==> config.mk <==
export PLATFORM = sky130hd
export DESIGN_NAME = mps_page_select
export DESIGN_NICKNAME = d
export VERILOG_FILES = /design/src/mps_pkg.sv /design/src/mps_match_if.sv /design/src/mps_page_select.sv /design/src/mps_sync.sv /design/src/mps_page_match.sv
export SDC_FILE = /design/constraint.sdc
export NUM_CORES = 1
export LEC_CHECK = 0
export BUFFER_PORTS_ARGS = -buffer_cell sky130_fd_sc_hd__buf_2
export CORE_ASPECT_RATIO = 0.75
export CORE_MARGIN = 1.5
export CORE_UTILIZATION = 40
export DETAILED_ROUTE_END_ITERATION = 8
export PLACE_DENSITY = 0.65
export RECOVER_POWER = 25
export SLEW_MARGIN = 15
export SYNTH_ARGS = -nofsm -noshare
export SYNTH_HDL_FRONTEND = slang
export SYNTH_SLANG_ARGS = --single-unit
==> constraint.sdc <==
create_clock -name sys_clk -period 3 [get_ports sys_clk]
set_input_delay 0.6 -clock sys_clk [delete_from_list [all_inputs] [get_ports sys_clk]]
set_output_delay 0.6 -clock sys_clk [all_outputs]
set_load 0.1 [all_outputs]
==> src/mps_pkg.sv <==
// constants and types shared by the memory page select block
package mps_pkg;

  // control register decode: base word, 16 strap-selected word slots
  localparam logic [17:0] CSR_BASE_ADDR  = 18'h3f440;
  localparam int          CSR_SEL_W      = 4;
  localparam int          CSR_SLOT_SHIFT = 1;

  // control register field positions
  localparam int PERR_BIT    = 15;
  localparam int RDSEL_BIT   = 14;
  localparam int PGWE_BIT    = 13;
  localparam int FIELD_HI    = 11;
  localparam int FIELD_LO    = 5;
  localparam int PAGE_HI     = 8;
  localparam int PAGE_LO     = 5;
  localparam int WWP_BIT     = 2;
  localparam int PEN_BIT     = 0;

  // reset values
  localparam logic [6:0]  FIELD_RST = 7'h00;
  localparam logic [3:0]  PAGE_RST  = 4'h0;
  localparam logic        BIT_RST   = 1'h0;
  localparam logic [15:0] RD_IDLE   = 16'h0000;

  // address regions, in byte address bits
  localparam int          ADDR_W      = 22;
  localparam int          PAGE_W      = 4;
  localparam logic [8:0]  IO_PAGE_HI  = 9'h1ff;
  localparam logic [4:0]  COMMON_TOP  = 5'h1f;
  localparam logic [4:0]  COMMON_BOT  = 5'h00;

  typedef enum logic [1:0] {
    OPT_DIRECT,
    OPT_EXTERNAL,
    OPT_REGISTER,
    OPT_NONE
  } mps_opt_t;

  typedef enum logic {
    ST_IDLE,
    ST_CYCLE
  } mps_state_t;

endpackage

==> src/mps_match_if.sv <==
// carrier between the top and the page match decoder
`timescale 1ns/100ps
interface mps_match_if;
  logic [mps_pkg::ADDR_W-1:0] addr;
  logic [mps_pkg::PAGE_W-1:0] boardSelN;
  logic [mps_pkg::PAGE_W-1:0] pageReg;
  logic [mps_pkg::PAGE_W-1:0] pageStrap;
  logic                       supEn;
  logic                       commonLoEn;
  logic                       commonHiEn;
  mps_pkg::mps_opt_t          opt;
  logic [mps_pkg::PAGE_W-1:0] selVal;
  logic                       hit;

  modport top (output addr, boardSelN, pageReg, pageStrap, supEn, commonLoEn,
               commonHiEn, opt, input selVal, hit);
  modport match (input addr, boardSelN, pageReg, pageStrap, supEn, commonLoEn,
                 commonHiEn, opt, output selVal, hit);
endinterface

==> src/mps_page_select.sv <==
// memory board page selection with its control register
`timescale 1ns/100ps
module mps_page_select (
  input  wire logic        sys_clk,
  input  wire logic        rst_n,
  input  wire logic [17:0] regAddr,
  input  wire logic [15:0] regWrData,
  input  wire logic        regWr,
  input  wire logic        regRd,
  output logic      [15:0] regRdData,
  input  wire logic [21:0] memAddr,
  input  wire logic        memReqN,
  input  wire logic [3:0]  boardSelN,
  input  wire logic [3:0]  pageStrap,
  input  wire logic [3:0]  csrSelStrap,
  input  wire logic [1:0]  optStrap,
  input  wire logic        supAddrEnStrap,
  input  wire logic        commonLoStrap,
  input  wire logic        commonHiStrap,
  input  wire logic        parErrEvt,
  output logic             memSelect,
  output logic             wrongParity,
  output logic             parityEnable
);

  localparam int PIN_W = 22 + 1 + 4 + 4 + 4 + 2 + 1 + 1 + 1;

  // memory bus pins and straps pass two flops before decode; register port and parErrEvt levels are used directly
  logic [PIN_W-1:0] pinRaw;
  logic [PIN_W-1:0] pinSync;
  logic [21:0]      addrS;
  logic             reqS;
  logic [3:0]       boardSelS;
  logic [3:0]       pageStrapS;
  logic [3:0]       csrSelS;
  logic [1:0]       optS;
  logic             supEnS;
  logic             commonLoS;
  logic             commonHiS;

  assign pinRaw = {memAddr, ~memReqN, boardSelN, pageStrap, csrSelStrap,
                   optStrap, supAddrEnStrap, commonLoStrap, commonHiStrap};

  mps_sync #(
    .WIDTH (PIN_W)
  ) u_sync (
    .sys_clk (sys_clk),
    .rst_n   (rst_n),
    .pinIn   (pinRaw),
    .syncOut (pinSync)
  );

  assign {addrS, reqS, boardSelS, pageStrapS, csrSelS,
          optS, supEnS, commonLoS, commonHiS} = pinSync;

  // page match decode
  mps_match_if mIf ();

  logic [3:0] pageReg_reg;
  logic [3:0] pageReg_next;

  assign mIf.addr       = addrS;
  assign mIf.boardSelN  = boardSelS;
  assign mIf.pageReg    = pageReg_reg;
  assign mIf.pageStrap  = pageStrapS;
  assign mIf.supEn      = supEnS;
  assign mIf.commonLoEn = commonLoS;
  assign mIf.commonHiEn = commonHiS;
  assign mIf.opt        = mps_pkg::mps_opt_t'(optS);

  mps_page_match u_match (
    .m (mIf)
  );

  // register port decode
  logic [17:0] csrAddr;
  logic        csrHit;
  logic        csrWr;
  logic        csrRd;

  always_comb begin
    csrAddr = mps_pkg::CSR_BASE_ADDR +
              18'({csrSelS, 1'b0});
    csrHit  = (regAddr == csrAddr);
    // no byte lanes exist on this port, so every access is a word
    csrWr   = regWr && csrHit;
    csrRd   = regRd && csrHit;
  end

  // control register state
  logic       perr_reg;
  logic       perr_next;
  logic       rdSel_reg;
  logic       rdSel_next;
  logic [6:0] field_reg;
  logic [6:0] field_next;
  logic [3:0] capSel_reg;
  logic [3:0] capSel_next;
  logic       wwp_reg;
  logic       wwp_next;
  logic       pen_reg;
  logic       pen_next;

  always_comb begin
    perr_next    = perr_reg;
    rdSel_next   = rdSel_reg;
    field_next   = field_reg;
    capSel_next  = capSel_reg;
    wwp_next     = wwp_reg;
    pen_next     = pen_reg;
    pageReg_next = pageReg_reg;
    if (csrWr) begin
      perr_next  = regWrData[mps_pkg::PERR_BIT];
      rdSel_next = regWrData[mps_pkg::RDSEL_BIT];
      field_next = regWrData[mps_pkg::FIELD_HI:mps_pkg::FIELD_LO];
      wwp_next   = regWrData[mps_pkg::WWP_BIT];
      pen_next   = regWrData[mps_pkg::PEN_BIT];
      // page only moves on a write that also carries bit 13
      if (regWrData[mps_pkg::PGWE_BIT]) begin
        pageReg_next = regWrData[mps_pkg::PAGE_HI:mps_pkg::PAGE_LO];
      end
    end
    // error capture wins over a write in the same cycle
    if (parErrEvt) begin
      perr_next   = 1'b1;
      field_next  = addrS[17:11];
      capSel_next = mIf.selVal;
    end
  end

  always_ff @(posedge sys_clk) begin
    if (!rst_n) begin
      perr_reg    <= mps_pkg::BIT_RST;
      rdSel_reg   <= mps_pkg::BIT_RST;
      field_reg   <= mps_pkg::FIELD_RST;
      capSel_reg  <= mps_pkg::PAGE_RST;
      wwp_reg     <= mps_pkg::BIT_RST;
      pen_reg     <= mps_pkg::BIT_RST;
      pageReg_reg <= mps_pkg::PAGE_RST;
    end else begin
      perr_reg    <= perr_next;
      rdSel_reg   <= rdSel_next;
      field_reg   <= field_next;
      capSel_reg  <= capSel_next;
      wwp_reg     <= wwp_next;
      pen_reg     <= pen_next;
      pageReg_reg <= pageReg_next;
    end
  end

  // read data, valid only in the cycle after the strobe
  logic [15:0] rdWord;
  logic [15:0] rdData_reg;
  logic [15:0] rdData_next;
  logic [3:0]  pageView;

  always_comb begin
    rdWord = mps_pkg::RD_IDLE;
    rdWord[mps_pkg::PERR_BIT]  = perr_reg;
    rdWord[mps_pkg::RDSEL_BIT] = rdSel_reg;
    rdWord[mps_pkg::FIELD_HI:mps_pkg::FIELD_LO] = field_reg;
    // bits 13, 12, 4, 3 and 1 stay zero from RD_IDLE
    rdWord[mps_pkg::WWP_BIT]   = wwp_reg;
    rdWord[mps_pkg::PEN_BIT]   = pen_reg;
    pageView = perr_reg ? capSel_reg : pageReg_reg;
    if (rdSel_reg) begin
      rdWord[mps_pkg::PAGE_HI:mps_pkg::PAGE_LO] = pageView;
    end
    rdData_next = csrRd ? rdWord : mps_pkg::RD_IDLE;
  end

  always_ff @(posedge sys_clk) begin
    if (!rst_n) begin
      rdData_reg <= mps_pkg::RD_IDLE;
    end else begin
      rdData_reg <= rdData_next;
    end
  end

  assign regRdData    = rdData_reg;
  assign wrongParity  = wwp_reg;
  assign parityEnable = pen_reg;

  // memory cycle: decision taken once at request and held
  mps_pkg::mps_state_t state_reg;
  mps_pkg::mps_state_t state_next;
  logic                sel_reg;
  logic                sel_next;

  always_comb begin
    state_next = state_reg;
    sel_next   = sel_reg;
    case (state_reg)
      mps_pkg::ST_IDLE: begin
        if (reqS) begin
          // select lines must already be valid here
          state_next = mps_pkg::ST_CYCLE;
          sel_next   = mIf.hit;
        end
      end
      mps_pkg::ST_CYCLE: begin
        if (!reqS) begin
          state_next = mps_pkg::ST_IDLE;
          sel_next   = 1'b0;
        end
      end
      default: begin
        state_next = mps_pkg::ST_IDLE;
        sel_next   = 1'b0;
      end
    endcase
  end

  always_ff @(posedge sys_clk) begin
    if (!rst_n) begin
      state_reg <= mps_pkg::ST_IDLE;
      sel_reg   <= mps_pkg::BIT_RST;
    end else begin
      state_reg <= state_next;
      sel_reg   <= sel_next;
    end
  end

  assign memSelect = sel_reg;

endmodule // mps_page_select

==> src/mps_sync.sv <==
// two-stage synchroniser for a vector of pin levels
`timescale 1ns/100ps
module mps_sync #(
  parameter int WIDTH = 1
) (
  input  wire logic             sys_clk,
  input  wire logic             rst_n,
  input  wire logic [WIDTH-1:0] pinIn,
  output logic      [WIDTH-1:0] syncOut
);
  logic [WIDTH-1:0] stage1_reg;
  logic [WIDTH-1:0] stage1_next;
  logic [WIDTH-1:0] stage2_reg;
  logic [WIDTH-1:0] stage2_next;

  if (WIDTH < 1) begin : g_chk
    $error("mps_sync: WIDTH must be at least 1");
  end

  always_comb begin
    stage1_next = pinIn;
    stage2_next = stage1_reg;
  end

  always_ff @(posedge sys_clk) begin
    if (!rst_n) begin
      stage1_reg <= '0;
      stage2_reg <= '0;
    end else begin
      stage1_reg <= stage1_next;
      stage2_reg <= stage2_next;
    end
  end

  assign syncOut = stage2_reg;
endmodule // mps_sync

==> src/mps_page_match.sv <==
// decides whether a memory cycle belongs to this board
`timescale 1ns/100ps
module mps_page_match (
  mps_match_if.match m
);
  logic ioRegion;
  logic commonHit;

  always_comb begin
    // direct option: top 4K words of the 22-bit space is the I/O page
    ioRegion  = (m.addr[21:13] == mps_pkg::IO_PAGE_HI);
    commonHit = (m.commonLoEn && (m.addr[17:13] == mps_pkg::COMMON_BOT)) ||
                (m.commonHiEn && (m.addr[17:13] == mps_pkg::COMMON_TOP));
    case (m.opt)
      mps_pkg::OPT_DIRECT:   m.selVal = m.addr[21:18];
      mps_pkg::OPT_EXTERNAL: m.selVal = ~m.boardSelN;
      mps_pkg::OPT_REGISTER: m.selVal = m.pageReg;
      default:               m.selVal = ~m.boardSelN;
    endcase
    if (!m.supEn) begin
      // unpaged: plain 18-bit memory below its own I/O page
      m.hit = (m.addr[17:13] != mps_pkg::COMMON_TOP);
    end else if (m.opt == mps_pkg::OPT_DIRECT && ioRegion) begin
      m.hit = 1'b0;
    end else if (m.opt == mps_pkg::OPT_NONE) begin
      m.hit = 1'b0;
    end else begin
      // strap is an active-high binary page number
      m.hit = (m.selVal == m.pageStrap) || commonHit;
    end
  end
endmodule // mps_page_match

# == Word level (Yosys, flattened, before mapping) ==
# Cells that the tools add are included.
# totals
out_inout_bits,19
input_bits,79
register_bits,117
# op_classes
n_reduce_logical,13
n_eq_ne,9
muxes,14
n_addsub,1
n_bitwise,3
# op_table
op,count
18-bit == test,1
"13-bit by 6-bit adder with 14-bit output, first input constant",1
7-bit 2-to-1 mux,2
"9-bit == test, second input constant",1
1-bit 2-to-1 mux,8
4-bit 2-to-1 mux,2
4-bit one-hot mux with 2 select lines,1
2-bit AND reduction,3
"5-bit == test, second input constant",1
1-bit logical AND,5
5-bit logical NOT,1
"5-bit inequality test, second input constant",1
"2-bit == test, second input constant",2
4-bit == test,1
4-bit inverter,1
2-bit logical NOT,1
1-bit logical OR,2
"2-bit by 1-bit inequality test with 1-bit output, second input constant",1
"2-bit inequality test, second input constant",1
1-bit inverter,2
1-bit one-hot mux with 2 select lines,1
2-bit nonzero test,1

# == Logic depth before layout (Yosys ltp) ==
# logic_depth
word_depth,9
depth_mapped,6
mapped_depth_nobuf,5

# == Modules after synthesis ==
# A second synthesis with hierarchy kept.
# unflattened
cells_unflattened,358
hier_area_um2,3886.2
# by_module_without_submodules
mod,area_each_um2,seq_area_each_um2,cells_per_inst,n_inst
mps_sync,2213.4,1601.5,168,1
mps_page_select,1463.9,640.6,162,1
mps_page_match,209.0,0.0,28,1

# == Worst setup path after synthesis ==
# Ideal clock, no wire load.
# synth_timing
kind,input-to-reg
from,input regAddr[17]
to,register field_reg[0]
n_path_buf,1
slack_ns,0.879
arrival_time_ns,1.990
setup_ns,0.132
cell_stages,6
path_cell_list,nand4_1 -> or4_4 -> or4_4 -> buf_6 -> mux2i_1 -> a21oi_1
# synth_between
elab_chain_cells,3
# synth_rtl
element,line_no,text
from (decl),mps_page_select.sv:6,"input wire logic [17:0] regAddr,"
18-bit == test,mps_page_select.sv:84,csrHit = (regAddr == csrAddr);
1-bit logical AND,mps_page_select.sv:86,csrWr = regWr && csrHit;
2-bit nonzero test (no source line),--,
to (signal assigned),mps_page_select.sv:135,field_reg <= mps_pkg::FIELD_RST;
to (signal assigned),mps_page_select.sv:143,field_reg <= field_next;
to (decl),mps_page_select.sv:95,logic [6:0] field_reg;
# Every way passes these cells.
# A chain may end at the register's enable or synchronous reset.

# == Worst setup path after layout ==
# layout_timing
from,input rst_n
to,"register rdData_reg[6], in the netlist regRdData[6]"
# layout_between
elab_chain_cells,1
# layout_rtl
element,line_no,text
from (decl),mps_page_select.sv:5,"input wire logic rst_n,"
2-bit AND reduction (no source line),--,
to (signal assigned),mps_page_select.sv:174,rdData_reg <= mps_pkg::RD_IDLE;
to (signal assigned),mps_page_select.sv:176,rdData_reg <= rdData_next;
to (decl),mps_page_select.sv:153,logic [15:0] rdData_reg;
# Every way passes these cells.

==> flow_metrics.env <==
export IMPL_dr_total_vias=1971
export IMPL_ff2ff_path_depth=5
export IMPL_crit_start="rst_n"
export IMPL_start_util=0.4182
export IMPL_drv_cap=1
export IMPL_skew_ns=0.009323
export IMPL_critPathSlowestCell="clkbuf_1"
export IMPL_drt_iter0_markers=42
export IMPL_ys_flop_type="dfxtp_1"
export IMPL_insertion_delay_ns=0.36
export IMPL_first_pass_iters=3
export IMPL_drc_errors=0
export IMPL_max_freq_ghz=0.4764
export IMPL_synth_distinct_cells=31
export IMPL_synth_area_um2=3108
export IMPL_ys_seq_elements=90
export IMPL_globalRoute_totalOverflow=0
export IMPL_final_nets=432
export IMPL_cts_htree_levels=3
export IMPL_final_area_um2=3742
export IMPL_violations="capacitance limit, slew limit"
export IMPL_syn_avg_cell_area_um2=11.06
export IMPL_cp_arrival_ns=2.37
export IMPL_wl_per_cell_um=11.24
export IMPL_async_flop_share=0
export IMPL_clkTransAtPathRegs_ns=0.09
export IMPL_grt_max_degree=49
export IMPL_multi_input_area_um2=1201
export IMPL_cts_hold_buffers=0
export IMPL_reg2reg_to="field_reg[6]$_SDFFE_PN0P_"
export IMPL_regArea_um2=1802
export IMPL_drv_slew=48
export IMPL_path_class="input port to flop"
export IMPL_p_leak_nw=1.653
export IMPL_cp_end_kind="flop"
export IMPL_core_um2=7432
export IMPL_die_h_um=79.34
export IMPL_cp_start_kind="input port"
export IMPL_cp_depth=3
export IMPL_period_share=0.6996
export IMPL_whs_ns=0.3825
export IMPL_numPortBuffers=77
export IMPL_hpwl_um=3825
export IMPL_root_buffer="clkbuf_8"
export IMPL_p_per_area_nw_per_um2=601.2
export IMPL_synthCells=281
export IMPL_cts_tree="yes"
export IMPL_ys_seq_area_frac=0.5797
export IMPL_cts_sinks=90
export IMPL_r2r_start="u_sync.syncOut[6]$_SDFF_PN0_"
export IMPL_syn_to_final_growth_pct=20.41
export IMPL_crit_path_end="regRdData[6]$_SDFF_PN0_"
export IMPL_cts_buffers=9
export IMPL_crit_chain="clkbuf_1 > nand3_1 > a211oi_1"
export IMPL_drt_wl_total_um=5161
export IMPL_hp_class="input port to flop"
export IMPL_antenna_found_initial=0
export IMPL_rsz0062_at_grt="no"
export IMPL_worst_slack_ns=0.9011
export IMPL_cpPeakStageDelay_ns=1.06
export IMPL_period_needed_ns=2.099
export IMPL_final_setup_viol_count=0
export IMPL_fp_dieW_um=104.8
export IMPL_post_cts_resized=0
export IMPL_grt_first_pass_wirelength_um=8576
export IMPL_hold_viol=0
export IMPL_post_dp_cell_area_um2=3537
export IMPL_ctsLongestPathBuffers=2
export IMPL_critPathMaxFanout=48
export IMPL_finalSetupTns_ns=0
export IMPL_outcome="finished, violations left"
export IMPL_cp_top_family="buffers and inverters"
export IMPL_grt_pass1_vias=1826
export IMPL_synth_edf_count=0
export IMPL_worstMarginPinSlew_ns=1.502
export IMPL_r2r_slack_ns=1.21
export IMPL_cp_num_buf_inv=1
export IMPL_ys_warnings_count=0
export IMPL_gp_congestion=0.7666
export IMPL_drtAntennaViolNets=0
export IMPL_cts_setup_buffers=0
export IMPL_ir_drop_mv=0.3253
export IMPL_die_area_um2=8313
export IMPL_globalRouteTotalUtil=0.1358
export IMPL_critPathRequiredTime_ns=3.27
export IMPL_pin_count=98
export IMPL_num_fill_cells=703
export IMPL_vias_per_cell=4.294
export IMPL_drive_above_1_share=0.2709
export IMPL_place_ws_ns=0.6372
export IMPL_n_antenna_cell=0
export IMPL_rows=27
export IMPL_relSlewSlack=-0.001184
-- worst min path at each step --
| stage | endpoint | startpoint | slack [ns] | depth (start not counted) |
|---|---|---|---|---|
| CTS | u_sync.stage1_reg[17]$_SDFF_PN0_ | memReqN | 0.36 | 2 |
| floorplan | u_sync.syncOut[0]$_SDFF_PN0_ | u_sync.stage1_reg[0]$_SDFF_PN0_ | 0.41 | 1 |
| global placement | u_sync.syncOut[6]$_SDFF_PN0_ | u_sync.stage1_reg[6]$_SDFF_PN0_ | 0.42 | 1 |
| finish | u_sync.stage1_reg[17]$_SDFF_PN0_ | memReqN | 0.38 | 2 |
| detailed placement | u_sync.syncOut[36]$_SDFF_PN0_ | u_sync.stage1_reg[36]$_SDFF_PN0_ | 0.42 | 1 |
| global route | u_sync.stage1_reg[17]$_SDFF_PN0_ | memReqN | 0.37 | 2 |
-- logic make-up after synthesis --
kind of cell | after synthesis | synth area share
XOR/XNOR | 8 | 0.02255
buffers and inverters | 25 | 0.03865
adder cells (fa/ha/maj) | 1 | 0.003221
AO/OA/AOI/OAI | 24 | 0.04710
multiplexers | 32 | 0.1031
flip-flops | 90 | 0.5797
AND/OR/NAND/NOR | 100 | 0.2045
other | 1 | 0.001207
-- through the flow --
step                cells  power, W  utilization
floorplan             285  0.001396            -
global placement      443  0.001445       0.4759
detailed placement    443  0.001449       0.4759
CTS                   459  0.002281       0.5037
global route          459  0.002354       0.5035
finish                459  0.002250       0.5035
-- synth_stat cells (all sizes together), types with 3 or more instances --
master	count	area [um2]
a211oi	4	30.03
a21oi	7	35.03
and2	65	406.6
buf	6	48.80
clkbuf	15	56.30
dfxtp	90	1802
inv	3	11.26
mux2i	32	320.3
nand3	4	20.02
nand4	4	25.02
nor2	4	15.01
nor2b	12	75.07
o21ai	8	40.04
xnor2	8	70.07
-- metal layers --
metal  global-route usage  vias to the layer above  routed length [um]
li1                     -                     1061                   -
met4              0.04521                        0                  63
met2               0.2026                       66                2114
met3              0.06322                        8                 393
met1               0.1733                      836                2589
met5                    0                        -                   0
-- power breakdown --
part           switching [W]  leakage [nW]  total (W)  internal, W
clock network       0.000434        0.0988   0.000833     0.000399
registers          0.0000206         0.740    0.00126      0.00124
logic              0.0000821         0.814   0.000157    0.0000746
total               0.000537          1.65    0.00225      0.00171
-- final cells by class --
class                           instances  area share
Sequential cell                        90      0.4814
Tap cell                              101     0.03377
Clock buffer                            9     0.03310
Inverter                                4    0.004012
Timing Repair Buffer                   78      0.1046
Clock inverter                          7     0.02207
Multi-Input combinational cell        170      0.3210
-- placed cells by master, fill, tap and decap left out, drive strengths merged, types with 7 or more instances in the layout --
cell     n
a21oi    7
clkbuf  10
and2    65
dfxtp   90
o21ai    8
mux2i   32
buf     77
xnor2    8
inv      7
nor2b   12
(Power assumes the default switching activity.)
